**src/fbts_pkg.sv**
```systemverilog
// Package of constants for the fieldbus master timing supervisor.
`default_nettype none
package fbts_pkg;
  // ==========================================================
  // Clock and time base.
  localparam int unsigned CLK_HZ = 200_000_000;  // System clock rate.
  localparam int unsigned STEP_US = 100;  // Interval step in microseconds.
  localparam int unsigned POLL_MS = 1;  // Poll timeout step in milliseconds.
  localparam int unsigned WD_MS = 10;  // Watchdog step in milliseconds.
  localparam int unsigned US_CYC = CLK_HZ / 1_000_000;  // Cycles per microsecond.
  localparam int unsigned STEP_CYC = STEP_US * US_CYC;  // Cycles per 100 us step.
  localparam int unsigned MS_CYC = POLL_MS * 1000 * US_CYC;  // Cycles per ms.
  localparam int unsigned WD_CYC = WD_MS * 1000 * US_CYC;  // Cycles per 10 ms.
  // Prescale divisor at 1.5 Mbps: 200 MHz / 1.5 MHz rounded down.
  localparam logic [15:0] BAUD_DIV_RST = 16'h0085;
  // ==========================================================
  // Register offsets.
  localparam logic [7:0] A_CTRL = 8'h00;  // Option bits.
  localparam logic [7:0] A_TSL = 8'h04;  // Slot time.
  localparam logic [7:0] A_TSDR = 8'h08;  // Min and max station delay.
  localparam logic [7:0] A_TQS = 8'h0C;  // Quiet, setup, gap, HSA.
  localparam logic [7:0] A_TTR = 8'h10;  // Manual token rotation time.
  localparam logic [7:0] A_MSI = 8'h14;  // Minimum slave interval and retry.
  localparam logic [7:0] A_POLL = 8'h18;  // Poll timeout and watchdog.
  localparam logic [7:0] A_BAUD = 8'h1C;  // Baud prescaler divisor.
  localparam logic [7:0] A_EBC = 8'h20;  // Estimated cycle time in 100 us steps.
  localparam logic [7:0] A_STAT = 8'h24;  // Status, write 1 to clear bits 0 and 1.
  localparam logic [7:0] A_TTRE = 8'h28;  // Effective token rotation time.
  localparam logic [7:0] A_WDE = 8'h2C;  // Effective watchdog.
  // ==========================================================
  // Control bit positions.
  localparam int CB_CLR = 0;  // Clear on error.
  localparam int CB_MSICALC = 1;  // Interval from estimate.
  localparam int CB_TTRAUTO = 2;  // Token time from interval.
  localparam int CB_WDAUTO = 3;  // Automatic watchdog.
  localparam logic [3:0] CTRL_RST = 4'hC;  // Token auto and watchdog auto on.
  // ==========================================================
  // Reset values.
  localparam logic [13:0] TSL_RST = 14'h012C;  // 300 bit times.
  localparam logic [9:0] MINSDR_RST = 10'h00B;  // 11 bit times.
  localparam logic [9:0] MAXSDR_RST = 10'h096;  // 150 bit times.
  localparam logic [6:0] TQUI_RST = 7'h00;  // No repeater.
  localparam logic [7:0] TSET_RST = 8'h01;  // One bit time.
  localparam logic [6:0] GAP_RST = 7'h0A;  // Gap factor 10.
  localparam logic [6:0] HSA_RST = 7'h7E;  // Station 126.
  localparam logic [23:0] TTR_RST = 24'h000100;  // Lowest legal value.
  localparam logic [15:0] MSI_RST = 16'h0001;  // One step.
  localparam logic [2:0] RETRY_RST = 3'h1;  // One retry.
  localparam logic [15:0] POLL_RST = 16'h0032;  // 50 ms.
  localparam logic [15:0] WD_RST = 16'h0003;  // 30 ms.
  localparam logic [15:0] EBC_RST = 16'h0001;  // One step.
endpackage : fbts_pkg
`default_nettype wire

```
**src/fbts_tick.sv**
```systemverilog
// Programmable divider that emits a one-cycle tick.
`default_nettype none
module fbts_tick (
  input wire logic sys_clk,  // System clock.
  input wire logic rst_n,  // Synchronous reset, active low.
  input wire logic clkEn,  // Freezes state while low.
  input wire logic [23:0] divisor,  // Cycles per tick, zero acts as one.
  output logic tick  // One-cycle pulse each period.
);
  import fbts_pkg::*;
  logic [23:0] count;  // Cycles since last tick.
  wire lastCyc = (count + 24'h000001 >= divisor);  // Period end reached.
  assign tick = clkEn & lastCyc;
  // Counter restarts on each tick.
  always_ff @(posedge sys_clk) begin
    if (!rst_n) begin
      count <= 24'h000000;
    end else if (clkEn) begin
      count <= lastCyc ? 24'h000000 : count + 24'h000001;
    end
  end
endmodule  // fbts_tick
`default_nettype wire

```
**src/fbts_timer.sv**
```systemverilog
// Down-counting timeout that advances on a tick.
`default_nettype none
module fbts_timer (
  input wire logic sys_clk,  // System clock.
  input wire logic rst_n,  // Synchronous reset, active low.
  input wire logic clkEn,  // Freezes state while low.
  input wire logic start,  // Loads the limit and runs.
  input wire logic stop,  // Cancels a running count.
  input wire logic tick,  // Unit tick.
  input wire logic [23:0] limit,  // Ticks until expiry.
  output logic running,  // Count in progress.
  output logic expired  // One-cycle pulse at expiry.
);
  import fbts_pkg::*;
  logic [23:0] left;  // Ticks remaining.
  wire hitZero = running & tick & (left <= 24'h000001);  // Final tick.
  assign expired = clkEn & hitZero & ~start & ~stop;
  // Start wins over stop; expiry ends the run.
  always_ff @(posedge sys_clk) begin
    if (!rst_n) begin
      left <= 24'h000000;
      running <= 1'b0;
    end else if (clkEn) begin
      if (start) begin
        left <= limit;
        running <= 1'b1;
      end else if (stop || hitZero) begin
        running <= 1'b0;
      end else if (running && tick) begin
        left <= left - 24'h000001;
      end
    end
  end
endmodule  // fbts_timer
`default_nettype wire

```
**src/fbts_top.sv**
```systemverilog
// Timing supervisor: bus parameters, response timeouts and retry control.
`default_nettype none
module fbts_top (
  input wire logic sys_clk,  // System clock, 200 MHz.
  input wire logic rst_n,  // Synchronous reset, active low.
  input wire logic clkEn,  // Freezes all state while low.
  input wire logic [7:0] regAddr,  // Register byte address.
  input wire logic [31:0] regWdata,  // Write data.
  input wire logic regWr,  // Write strobe.
  input wire logic regRd,  // Read strobe.
  output logic [31:0] regRdata,  // Read data, one cycle after strobe.
  input wire logic reqSent,  // Request frame to a slave has gone out.
  input wire logic [6:0] reqAddr,  // Slave address of that request.
  input wire logic rspSeen,  // Slave response arrived.
  input wire logic mmReqSent,  // Master-to-master request sent.
  input wire logic mmRspSeen,  // Master-to-master response arrived.
  input wire logic cycleDone,  // Slave polling cycle finished.
  output logic bitTick,  // One pulse per bit time.
  output logic retryReq,  // Pulse: repeat the last request.
  output logic slaveErr,  // Pulse: slave given up.
  output logic [6:0] errAddr,  // Address of the failed slave.
  output logic clearAll,  // Pulse: broadcast clear request.
  output logic mmFail,  // Pulse: master poll timed out.
  output logic pollOk,  // Level: next polling cycle may start.
  output logic addrOk,  // Level: request address within HSA.
  output logic [13:0] slotTime,  // Effective slot time.
  output logic [9:0] minSdr,  // Minimum station delay.
  output logic [9:0] maxSdr,  // Maximum station delay.
  output logic [6:0] quietTime,  // Quiet time.
  output logic [7:0] setupTime,  // Setup time.
  output logic [6:0] gapFactor,  // Gap factor.
  output logic [23:0] ttrEff,  // Effective token rotation time.
  output logic [15:0] wdEff  // Effective slave watchdog, 10 ms units.
);
  import fbts_pkg::*;
  // ==========================================================
  // Configuration registers.
  logic [3:0] ctrl;  // Option bits.
  logic [6:0] hsa;  // Highest station address.
  logic [23:0] ttrMan;  // Manual token time.
  logic [15:0] msiMan;  // Manual minimum slave interval.
  logic [2:0] retryLim;  // Retry limit.
  logic [15:0] pollTo;  // Master poll timeout.
  logic [15:0] wdMan;  // Manual watchdog.
  logic [15:0] baudDiv;  // Bit prescaler.
  logic [15:0] ebc;  // Estimated cycle time, 100 us steps.
  logic [2:0] retryCnt;  // Retries used on current request.
  logic awaiting;  // Slave response pending.
  logic errSticky;  // A slave error has occurred.
  logic mmSticky;  // A master poll has failed.
  wire wrHit = clkEn & regWr;  // Qualified write.
  // Effective minimum slave interval.
  wire [15:0] msiEff = ctrl[CB_MSICALC] ? ebc : msiMan;
  // Interval in bit times: 100 us times bit rate, taken as steps * (cycles / divisor), the division truncated first.
  wire [31:0] stepBits = 32'(STEP_CYC) / {16'h0000, (baudDiv == 16'h0000 ? 16'h0001 : baudDiv)};
  wire [39:0] msiBits = {24'h000000, msiEff} * {8'h00, stepBits};
  wire [23:0] ttrAuto = (msiBits > 40'h0000FFFFFF) ? 24'hFFFFFF : msiBits[23:0];
  assign ttrEff = ctrl[CB_TTRAUTO] ? ttrAuto : ttrMan;
  // Watchdog: five times the interval, so each 100 us step adds a twentieth of a 10 ms unit.
  wire [19:0] wdAuto5 = {4'h0, msiEff} * 20'h00005;
  wire [19:0] wdAutoU = (wdAuto5 + 20'h00063) / 20'h00064;  // Round up to 10 ms.
  wire [15:0] wdAuto = (wdAutoU == 20'h00000) ? 16'h0001 : wdAutoU[15:0];
  assign wdEff = ctrl[CB_WDAUTO] ? wdAuto : wdMan;
  // The time-sync watchdog is absent by design, so no logic exists for it.
  // Slaves keep min and max station delay; the slot timer only covers late answers.
  // Parameter orderings are left to software.
  // ==========================================================
  // Register writes.
  // A write lands on the edge that takes the strobe; unmapped offsets are ignored.
  // Nothing here checks ranges or orderings, so software keeps the values legal.
  always_ff @(posedge sys_clk) begin
    if (!rst_n) begin
      ctrl <= CTRL_RST;
      slotTime <= TSL_RST;
      minSdr <= MINSDR_RST;
      maxSdr <= MAXSDR_RST;
      quietTime <= TQUI_RST;
      setupTime <= TSET_RST;
      gapFactor <= GAP_RST;
      hsa <= HSA_RST;
      ttrMan <= TTR_RST;
      msiMan <= MSI_RST;
      retryLim <= RETRY_RST;
      pollTo <= POLL_RST;
      wdMan <= WD_RST;
      baudDiv <= BAUD_DIV_RST;
      ebc <= EBC_RST;
    end else if (wrHit) begin
      unique case (regAddr)
        A_CTRL: ctrl <= regWdata[3:0];
        A_TSL: slotTime <= regWdata[13:0];
        A_TSDR: begin
          minSdr <= regWdata[9:0];
          maxSdr <= regWdata[25:16];
        end
        A_TQS: begin
          quietTime <= regWdata[6:0];
          setupTime <= regWdata[15:8];
          gapFactor <= regWdata[22:16];
          hsa <= regWdata[30:24];
        end
        A_TTR: ttrMan <= regWdata[23:0];
        A_MSI: begin
          msiMan <= regWdata[15:0];
          retryLim <= regWdata[18:16];
        end
        A_POLL: begin
          pollTo <= regWdata[15:0];
          wdMan <= regWdata[31:16];
        end
        A_BAUD: baudDiv <= regWdata[15:0];
        A_EBC: ebc <= regWdata[15:0];
        default: ;
      endcase
    end
  end
  // ==========================================================
  // Read mux.
  // Status word: errSticky in bit 0, mmSticky in bit 1, retry count in bits 4 to 2,
  // awaiting in bit 6, pollOk in bit 7 and the failed address in bits 14 to 8.
  wire [31:0] rdMux =
    (regAddr == A_CTRL) ? {28'h0000000, ctrl} :
    (regAddr == A_TSL) ? {18'h00000, slotTime} :
    (regAddr == A_TSDR) ? {6'h00, maxSdr, 6'h00, minSdr} :
    (regAddr == A_TQS) ? {1'b0, hsa, 1'b0, gapFactor, setupTime, 1'b0, quietTime} :
    (regAddr == A_TTR) ? {8'h00, ttrMan} :
    (regAddr == A_MSI) ? {13'h0000, retryLim, msiMan} :
    (regAddr == A_POLL) ? {wdMan, pollTo} :
    (regAddr == A_BAUD) ? {16'h0000, baudDiv} :
    (regAddr == A_EBC) ? {16'h0000, ebc} :
    (regAddr == A_STAT) ? {16'h0000, 1'b0, errAddr, pollOk, awaiting,
                           1'b0, retryCnt, mmSticky, errSticky} :
    (regAddr == A_TTRE) ? {8'h00, ttrEff} :
    (regAddr == A_WDE) ? {16'h0000, wdEff} : 32'h00000000;
  // Read data stand only in the cycle after the strobe.
  always_ff @(posedge sys_clk) begin
    if (!rst_n) begin
      regRdata <= 32'h00000000;
    end else if (clkEn) begin
      regRdata <= regRd ? rdMux : 32'h00000000;
    end
  end
  // ==========================================================
  // Time bases.
  // All three dividers run free from reset, so a timer started at an arbitrary
  // moment sees its first unit tick anywhere within the first unit.
  logic msTick;  // One per millisecond.
  logic stepTick;  // One per 100 us.
  fbts_tick uBit (.sys_clk(sys_clk), .rst_n(rst_n), .clkEn(clkEn),
    .divisor({8'h00, baudDiv}), .tick(bitTick));
  fbts_tick uMs (.sys_clk(sys_clk), .rst_n(rst_n), .clkEn(clkEn),
    .divisor(24'(MS_CYC)), .tick(msTick));
  fbts_tick uStep (.sys_clk(sys_clk), .rst_n(rst_n), .clkEn(clkEn),
    .divisor(24'(STEP_CYC)), .tick(stepTick));
  // ==========================================================
  // Slot timer and retries.
  // Every request, first try or retry, reloads the slot time; an answer stops it.
  // An expiry either asks for one more try or gives the slave up.
  logic slotExp;  // Slot time passed with no answer.
  logic slotRun;  // Slot timer active.
  fbts_timer uSlot (.sys_clk(sys_clk), .rst_n(rst_n), .clkEn(clkEn),
    .start(reqSent), .stop(rspSeen), .tick(bitTick),
    .limit({10'h000, slotTime}), .running(slotRun), .expired(slotExp));
  assign awaiting = slotRun;
  wire giveUp = slotExp & (retryCnt >= retryLim);
  assign retryReq = slotExp & ~giveUp;
  assign slaveErr = giveUp;
  assign clearAll = giveUp & ctrl[CB_CLR];
  assign addrOk = (reqAddr <= hsa);
  // Retry count and error address tracking.
  // The count clears on any answer, so retries are counted per request.
  always_ff @(posedge sys_clk) begin
    if (!rst_n) begin
      retryCnt <= 3'h0;
      errAddr <= 7'h00;
      errSticky <= 1'b0;
    end else if (clkEn) begin
      if (rspSeen || giveUp) begin
        retryCnt <= 3'h0;
      end else if (retryReq) begin
        retryCnt <= retryCnt + 3'h1;
      end
      if (giveUp) begin
        errAddr <= reqAddr;
      end
      if (giveUp) begin
        errSticky <= 1'b1;
      end else if (wrHit && regAddr == A_STAT && regWdata[0]) begin
        errSticky <= 1'b0;
      end
    end
  end
  // ==========================================================
  // Master-to-master poll timeout.
  // The timer runs on the millisecond tick and ends on the partner's answer.
  logic mmExp;  // Timeout pulse.
  fbts_timer uMm (.sys_clk(sys_clk), .rst_n(rst_n), .clkEn(clkEn),
    .start(mmReqSent), .stop(mmRspSeen), .tick(msTick),
    .limit({8'h00, pollTo}), .running(), .expired(mmExp));
  assign mmFail = mmExp;
  // Sticky poll failure, set beats clear.
  always_ff @(posedge sys_clk) begin
    if (!rst_n) begin
      mmSticky <= 1'b0;
    end else if (clkEn) begin
      if (mmExp) begin
        mmSticky <= 1'b1;
      end else if (wrHit && regAddr == A_STAT && regWdata[1]) begin
        mmSticky <= 1'b0;
      end
    end
  end
  // ==========================================================
  // Minimum slave interval gate.
  // The step divider runs free, so the first step may come at once; one extra
  // step makes the hold-off never shorter than the configured interval.
  logic msiRun;  // Interval still running.
  fbts_timer uMsi (.sys_clk(sys_clk), .rst_n(rst_n), .clkEn(clkEn),
    .start(cycleDone), .stop(1'b0), .tick(stepTick),
    .limit({8'h00, msiEff} + 24'h000001), .running(msiRun), .expired());
  assign pollOk = ~msiRun;
endmodule  // fbts_top
`default_nettype wire

```
**config.mk**
```make
export PLATFORM = sky130hd
export DESIGN_NAME = fbts_top
export DESIGN_NICKNAME = d
export VERILOG_FILES = /design/src/fbts_pkg.sv /design/src/fbts_tick.sv /design/src/fbts_timer.sv /design/src/fbts_top.sv
export SDC_FILE = /design/constraint.sdc
export NUM_CORES = 2
export LEC_CHECK = 0
export ABC_AREA = 1
export BUFFER_PORTS_ARGS = -buffer_cell sky130_fd_sc_hd__buf_4
export CAP_MARGIN = 25
export CORE_MARGIN = 3
export CORE_UTILIZATION = 70
export CTS_BUF_LIST = sky130_fd_sc_hd__clkbuf_8
export DETAILED_ROUTE_END_ITERATION = 16
export HOLD_SLACK_MARGIN = 0.06
export PLACE_DENSITY = 0.88
export SLEW_MARGIN = 20
export SYNTH_ARGS = -nofsm -noshare
export SYNTH_HDL_FRONTEND = slang
export SYNTH_SLANG_ARGS = --single-unit
```
**constraint.sdc**
```tcl
create_clock -name sys_clk -period 159.8 [get_ports sys_clk]
set_clock_uncertainty 0.05 [all_clocks]
set_input_delay 23.97 -clock sys_clk [delete_from_list [all_inputs] [get_ports sys_clk]]
set_output_delay 23.97 -clock sys_clk [all_outputs]
set_load 0.005 [all_outputs]
```
==> metrics.txt <==
vias in the first global route=58.9k; Post-synth EDFFs=0; Initial Util=0.707; clock-pin slew on the worst setup and hold paths=around 70 ps; CTS resizes=0; fin crit share=0.739; gpl congestion=1.07; vias post-DR=approximately 62k; crit path capture type=primary output; DIE AREA=a little under 90000 um2; Reg2Reg Depth=526; Port Buffers=just under 200; initial antenna violation count=12; CP Data Arrival Time=between 90000 and 100000 ps; Hold Crit Class=reg -> reg; Seq/Total Area, Yosys=0.126; Worst EP required=between 100000 and 150000 ps; chip width=roughly 290 um; fraction of registers with async set/reset=0; RSZ-0062 raised after global routing=no; maxcap violations=0; syn avg cell area=6.60 um2; Worst-Margin Slew=roughly 1100 ps; all-layer global routing usage=0.464; # setup viols final=0; Synth cell types=76; Reg2Reg Capture Point=regRdata[12]; slowest stage cell, crit path=a21oi_2; hold wc startpoint=uBit.count[23]; Yosys warning total=0; Area Overhead vs Synth=5.57%; Max FO, Critical Path=between 40 and 50; relative slew slack=0.239; drt wl/cell=between 20 and 25 um; CP most frequent cell=nand2_1; Worst-Skew Late Latency=slightly above 700 ps; clk buf depth=3; worst min-delay path endpoint=uBit.count[23]; IO Pins=slightly below 200; # rows=roughly 110; FILL cells=6661; CTS Sinks=approximately 370; DR iter-0 viols=roughly 7.0k; setup bufs post-CTS=0; synthesized cell area=~58000 um2; Hold-fix buffers, CTS=0; CTS buffer count=54; post-layout min period=approximately 120000 ps; Routed Antenna Nets=0; gate count of the mapped netlist=~9k; CTS root buffer=clkbuf_8; Die H=294 um; CTS HTree Levels=2; worst reg2reg setup slack=between 60000 and 70000 ps; GRT Residual Overflow=0; status=completed; DR DRC count=0; Hold Crit Depth=2; FMAX=8.47 MHz; Slew Viols, Final=0; Setup TNS=0 ps; Util after Layout=0.747; first-pass GRT wire length=318 mm; # nets final=9828; CTS tree=built; DPL Wire Length=about 160 mm; RR Startpoint=baudDiv[15]; post-DR vias/cell=~6.2; final hold violations=0; Synth Register Bits=about 370; share of cells above drive strength 1=0.0732; largest net degree at the start of global routing=96; Routed WL=a little over 200 mm; CP max stage delay=roughly 760 ps; top_reg_cell synth=dfxtp_1; core box area=about 80000 um2; critical path launch point type=register; Setup CP Type=reg -> out; first-pass iteration count of the detailed router=9
==> worst max path at each step <==
stage	endpoint	slack (ps)	startpoint
2_1_floorplan	ttrEff[16]	60220	baudDiv[1]
3_3_place_gp	ttrEff[15]	48900	baudDiv[12]
3_5_place_dp	ttrEff[8]	45070	baudDiv[15]
4_1_cts	ttrEff[15]	44130	baudDiv[15]
5_1_grt	ttrEff[15]	32470	baudDiv[15]
6_report	ttrEff[15]	41680	baudDiv[15]
==> logic make-up (layout without fill, tap and decap cells) <==
group,Yosys count,in the layout,synth area share
and+or+nand+nor,3546,3546,0.263
other,2,12,0.000129
adders and majority gates,919,919,0.249
xor gates and xnor gates,471,471,0.0709
buffers and inverters,1705,1772,0.114
DFF,365,365,0.126
AOI/OAI and AO/OA,1810,1810,0.177
==> flip-flops by register name (all words and copies together), names as in the netlist, 10 cells and up <==
register,count
pollTo,16
uMsi.left,24
uBit.count,24
regRdata,32
baudDiv,16
ttrMan,24
wdMan,16
uSlot.left,24
uStep.count,24
msiMan,16
uMs.count,24
minSdr,10
uMm.left,24
slotTime,14
maxSdr,10
ebc,16
==> synthesized netlist by cell type, types with 16 or more instances <==
cell | count | share of area
or2_2 | 54 | 0.0058
nand2_1 | 1996 | 0.13
o32ai_1 | 26 | 0.0039
dfxtp_1 | 365 | 0.13
a21oi_1 | 672 | 0.058
nor2_4 | 20 | 0.0039
fa_1 | 395 | 0.14
a21o_1 | 18 | 0.0023
o31ai_1 | 24 | 0.0031
nand3b_1 | 25 | 0.0032
xor2_1 | 302 | 0.045
nor3_1 | 74 | 0.0064
nor4_1 | 23 | 0.0025
nand3_1 | 408 | 0.035
a32o_1 | 17 | 0.0029
inv_1 | 1349 | 0.087
o21ai_0 | 641 | 0.055
o22ai_1 | 24 | 0.0026
buf_4 | 16 | 0.0021
buf_6 | 18 | 0.0035
nand2_2 | 55 | 0.0059
ha_1 | 524 | 0.11
xnor2_1 | 169 | 0.025
a31oi_1 | 28 | 0.0030
o221ai_1 | 25 | 0.0038
nand3_2 | 36 | 0.0062
o21bai_1 | 63 | 0.0081
nand4_1 | 100 | 0.011
nor2_1 | 678 | 0.044
inv_2 | 44 | 0.0028
nor2_2 | 28 | 0.0030
o21ai_1 | 57 | 0.0049
clkinv_1 | 16 | 0.0010
clkbuf_1 | 227 | 0.015
o211ai_1 | 60 | 0.0077
a211oi_1 | 61 | 0.0079
buf_1 | 19 | 0.0012
==> layer usage <==
metal  vias up  share of wire  track usage
met4        14          0.086        0.320
met3      1110           0.13        0.138
met1     28207           0.37        0.572
li1      28696              -            -
met5         -        0.00079      0.00222
met2      3963           0.42        0.701
==> final cells by class <==
cell class	instances	area (um2)	share of cell area
clock inverters	35	274	0.00446
clock buffers	61	840	0.0137
repair buffers	266	2010	0.0327
diodes	3	7.51	0.000122
inverters	1410	5300	0.0862
well taps	1070	1340	0.0218
multi-input cells	6755	44400	0.722
flip-flops and latches	365	7310	0.119
==> worst max-delay path: cells and delay by family (launching register included) <==
family,cells,cell delay (ps)
adders and majority gates,37,12470
AOI/OAI and AO/OA,154,30300
buffers and inverters,71,15730
xor gates and xnor gates,1,140
and+or+nand+nor,255,33900
DFF,1,400
==> cells in the final DEF, fill, tap and decap left out, types with 23 or more instances in the layout <==
master,count
o21ai_1,53
ha_1,524
buf_4,264
nor2_1,673
a211oi_1,61
or2_2,54
nand2_1,1995
clkbuf_8,61
o221ai_1,25
nand2_2,55
dfxtp_1,365
o21bai_1,63
a31oi_1,28
nand3b_1,25
nand3_2,36
xor2_1,302
o22ai_1,24
o31ai_1,24
inv_2,45
fa_1,395
o211ai_1,60
nand3_1,408
nor3_1,74
nor4_1,23
nor2_2,32
o32ai_1,26
o21ai_0,632
inv_1,1357
nand4_1,100
a21oi_1,672
xnor2_1,169
==> through the flow <==
step,area [um2],cells,setup WS [ps],hold WS [ps]
2_1_floorplan,58200,8825,60220,381
3_3_place_gp,60300,9864,48900,390
3_5_place_dp,60300,9865,45070,395
4_1_cts,61400,9961,44130,407
5_1_grt,61400,9962,32470,431
6_report,61400,9965,41680,411
Power is not shown: default switching activity piles up to over one toggle a cycle in this logic, so the estimate is an artifact.
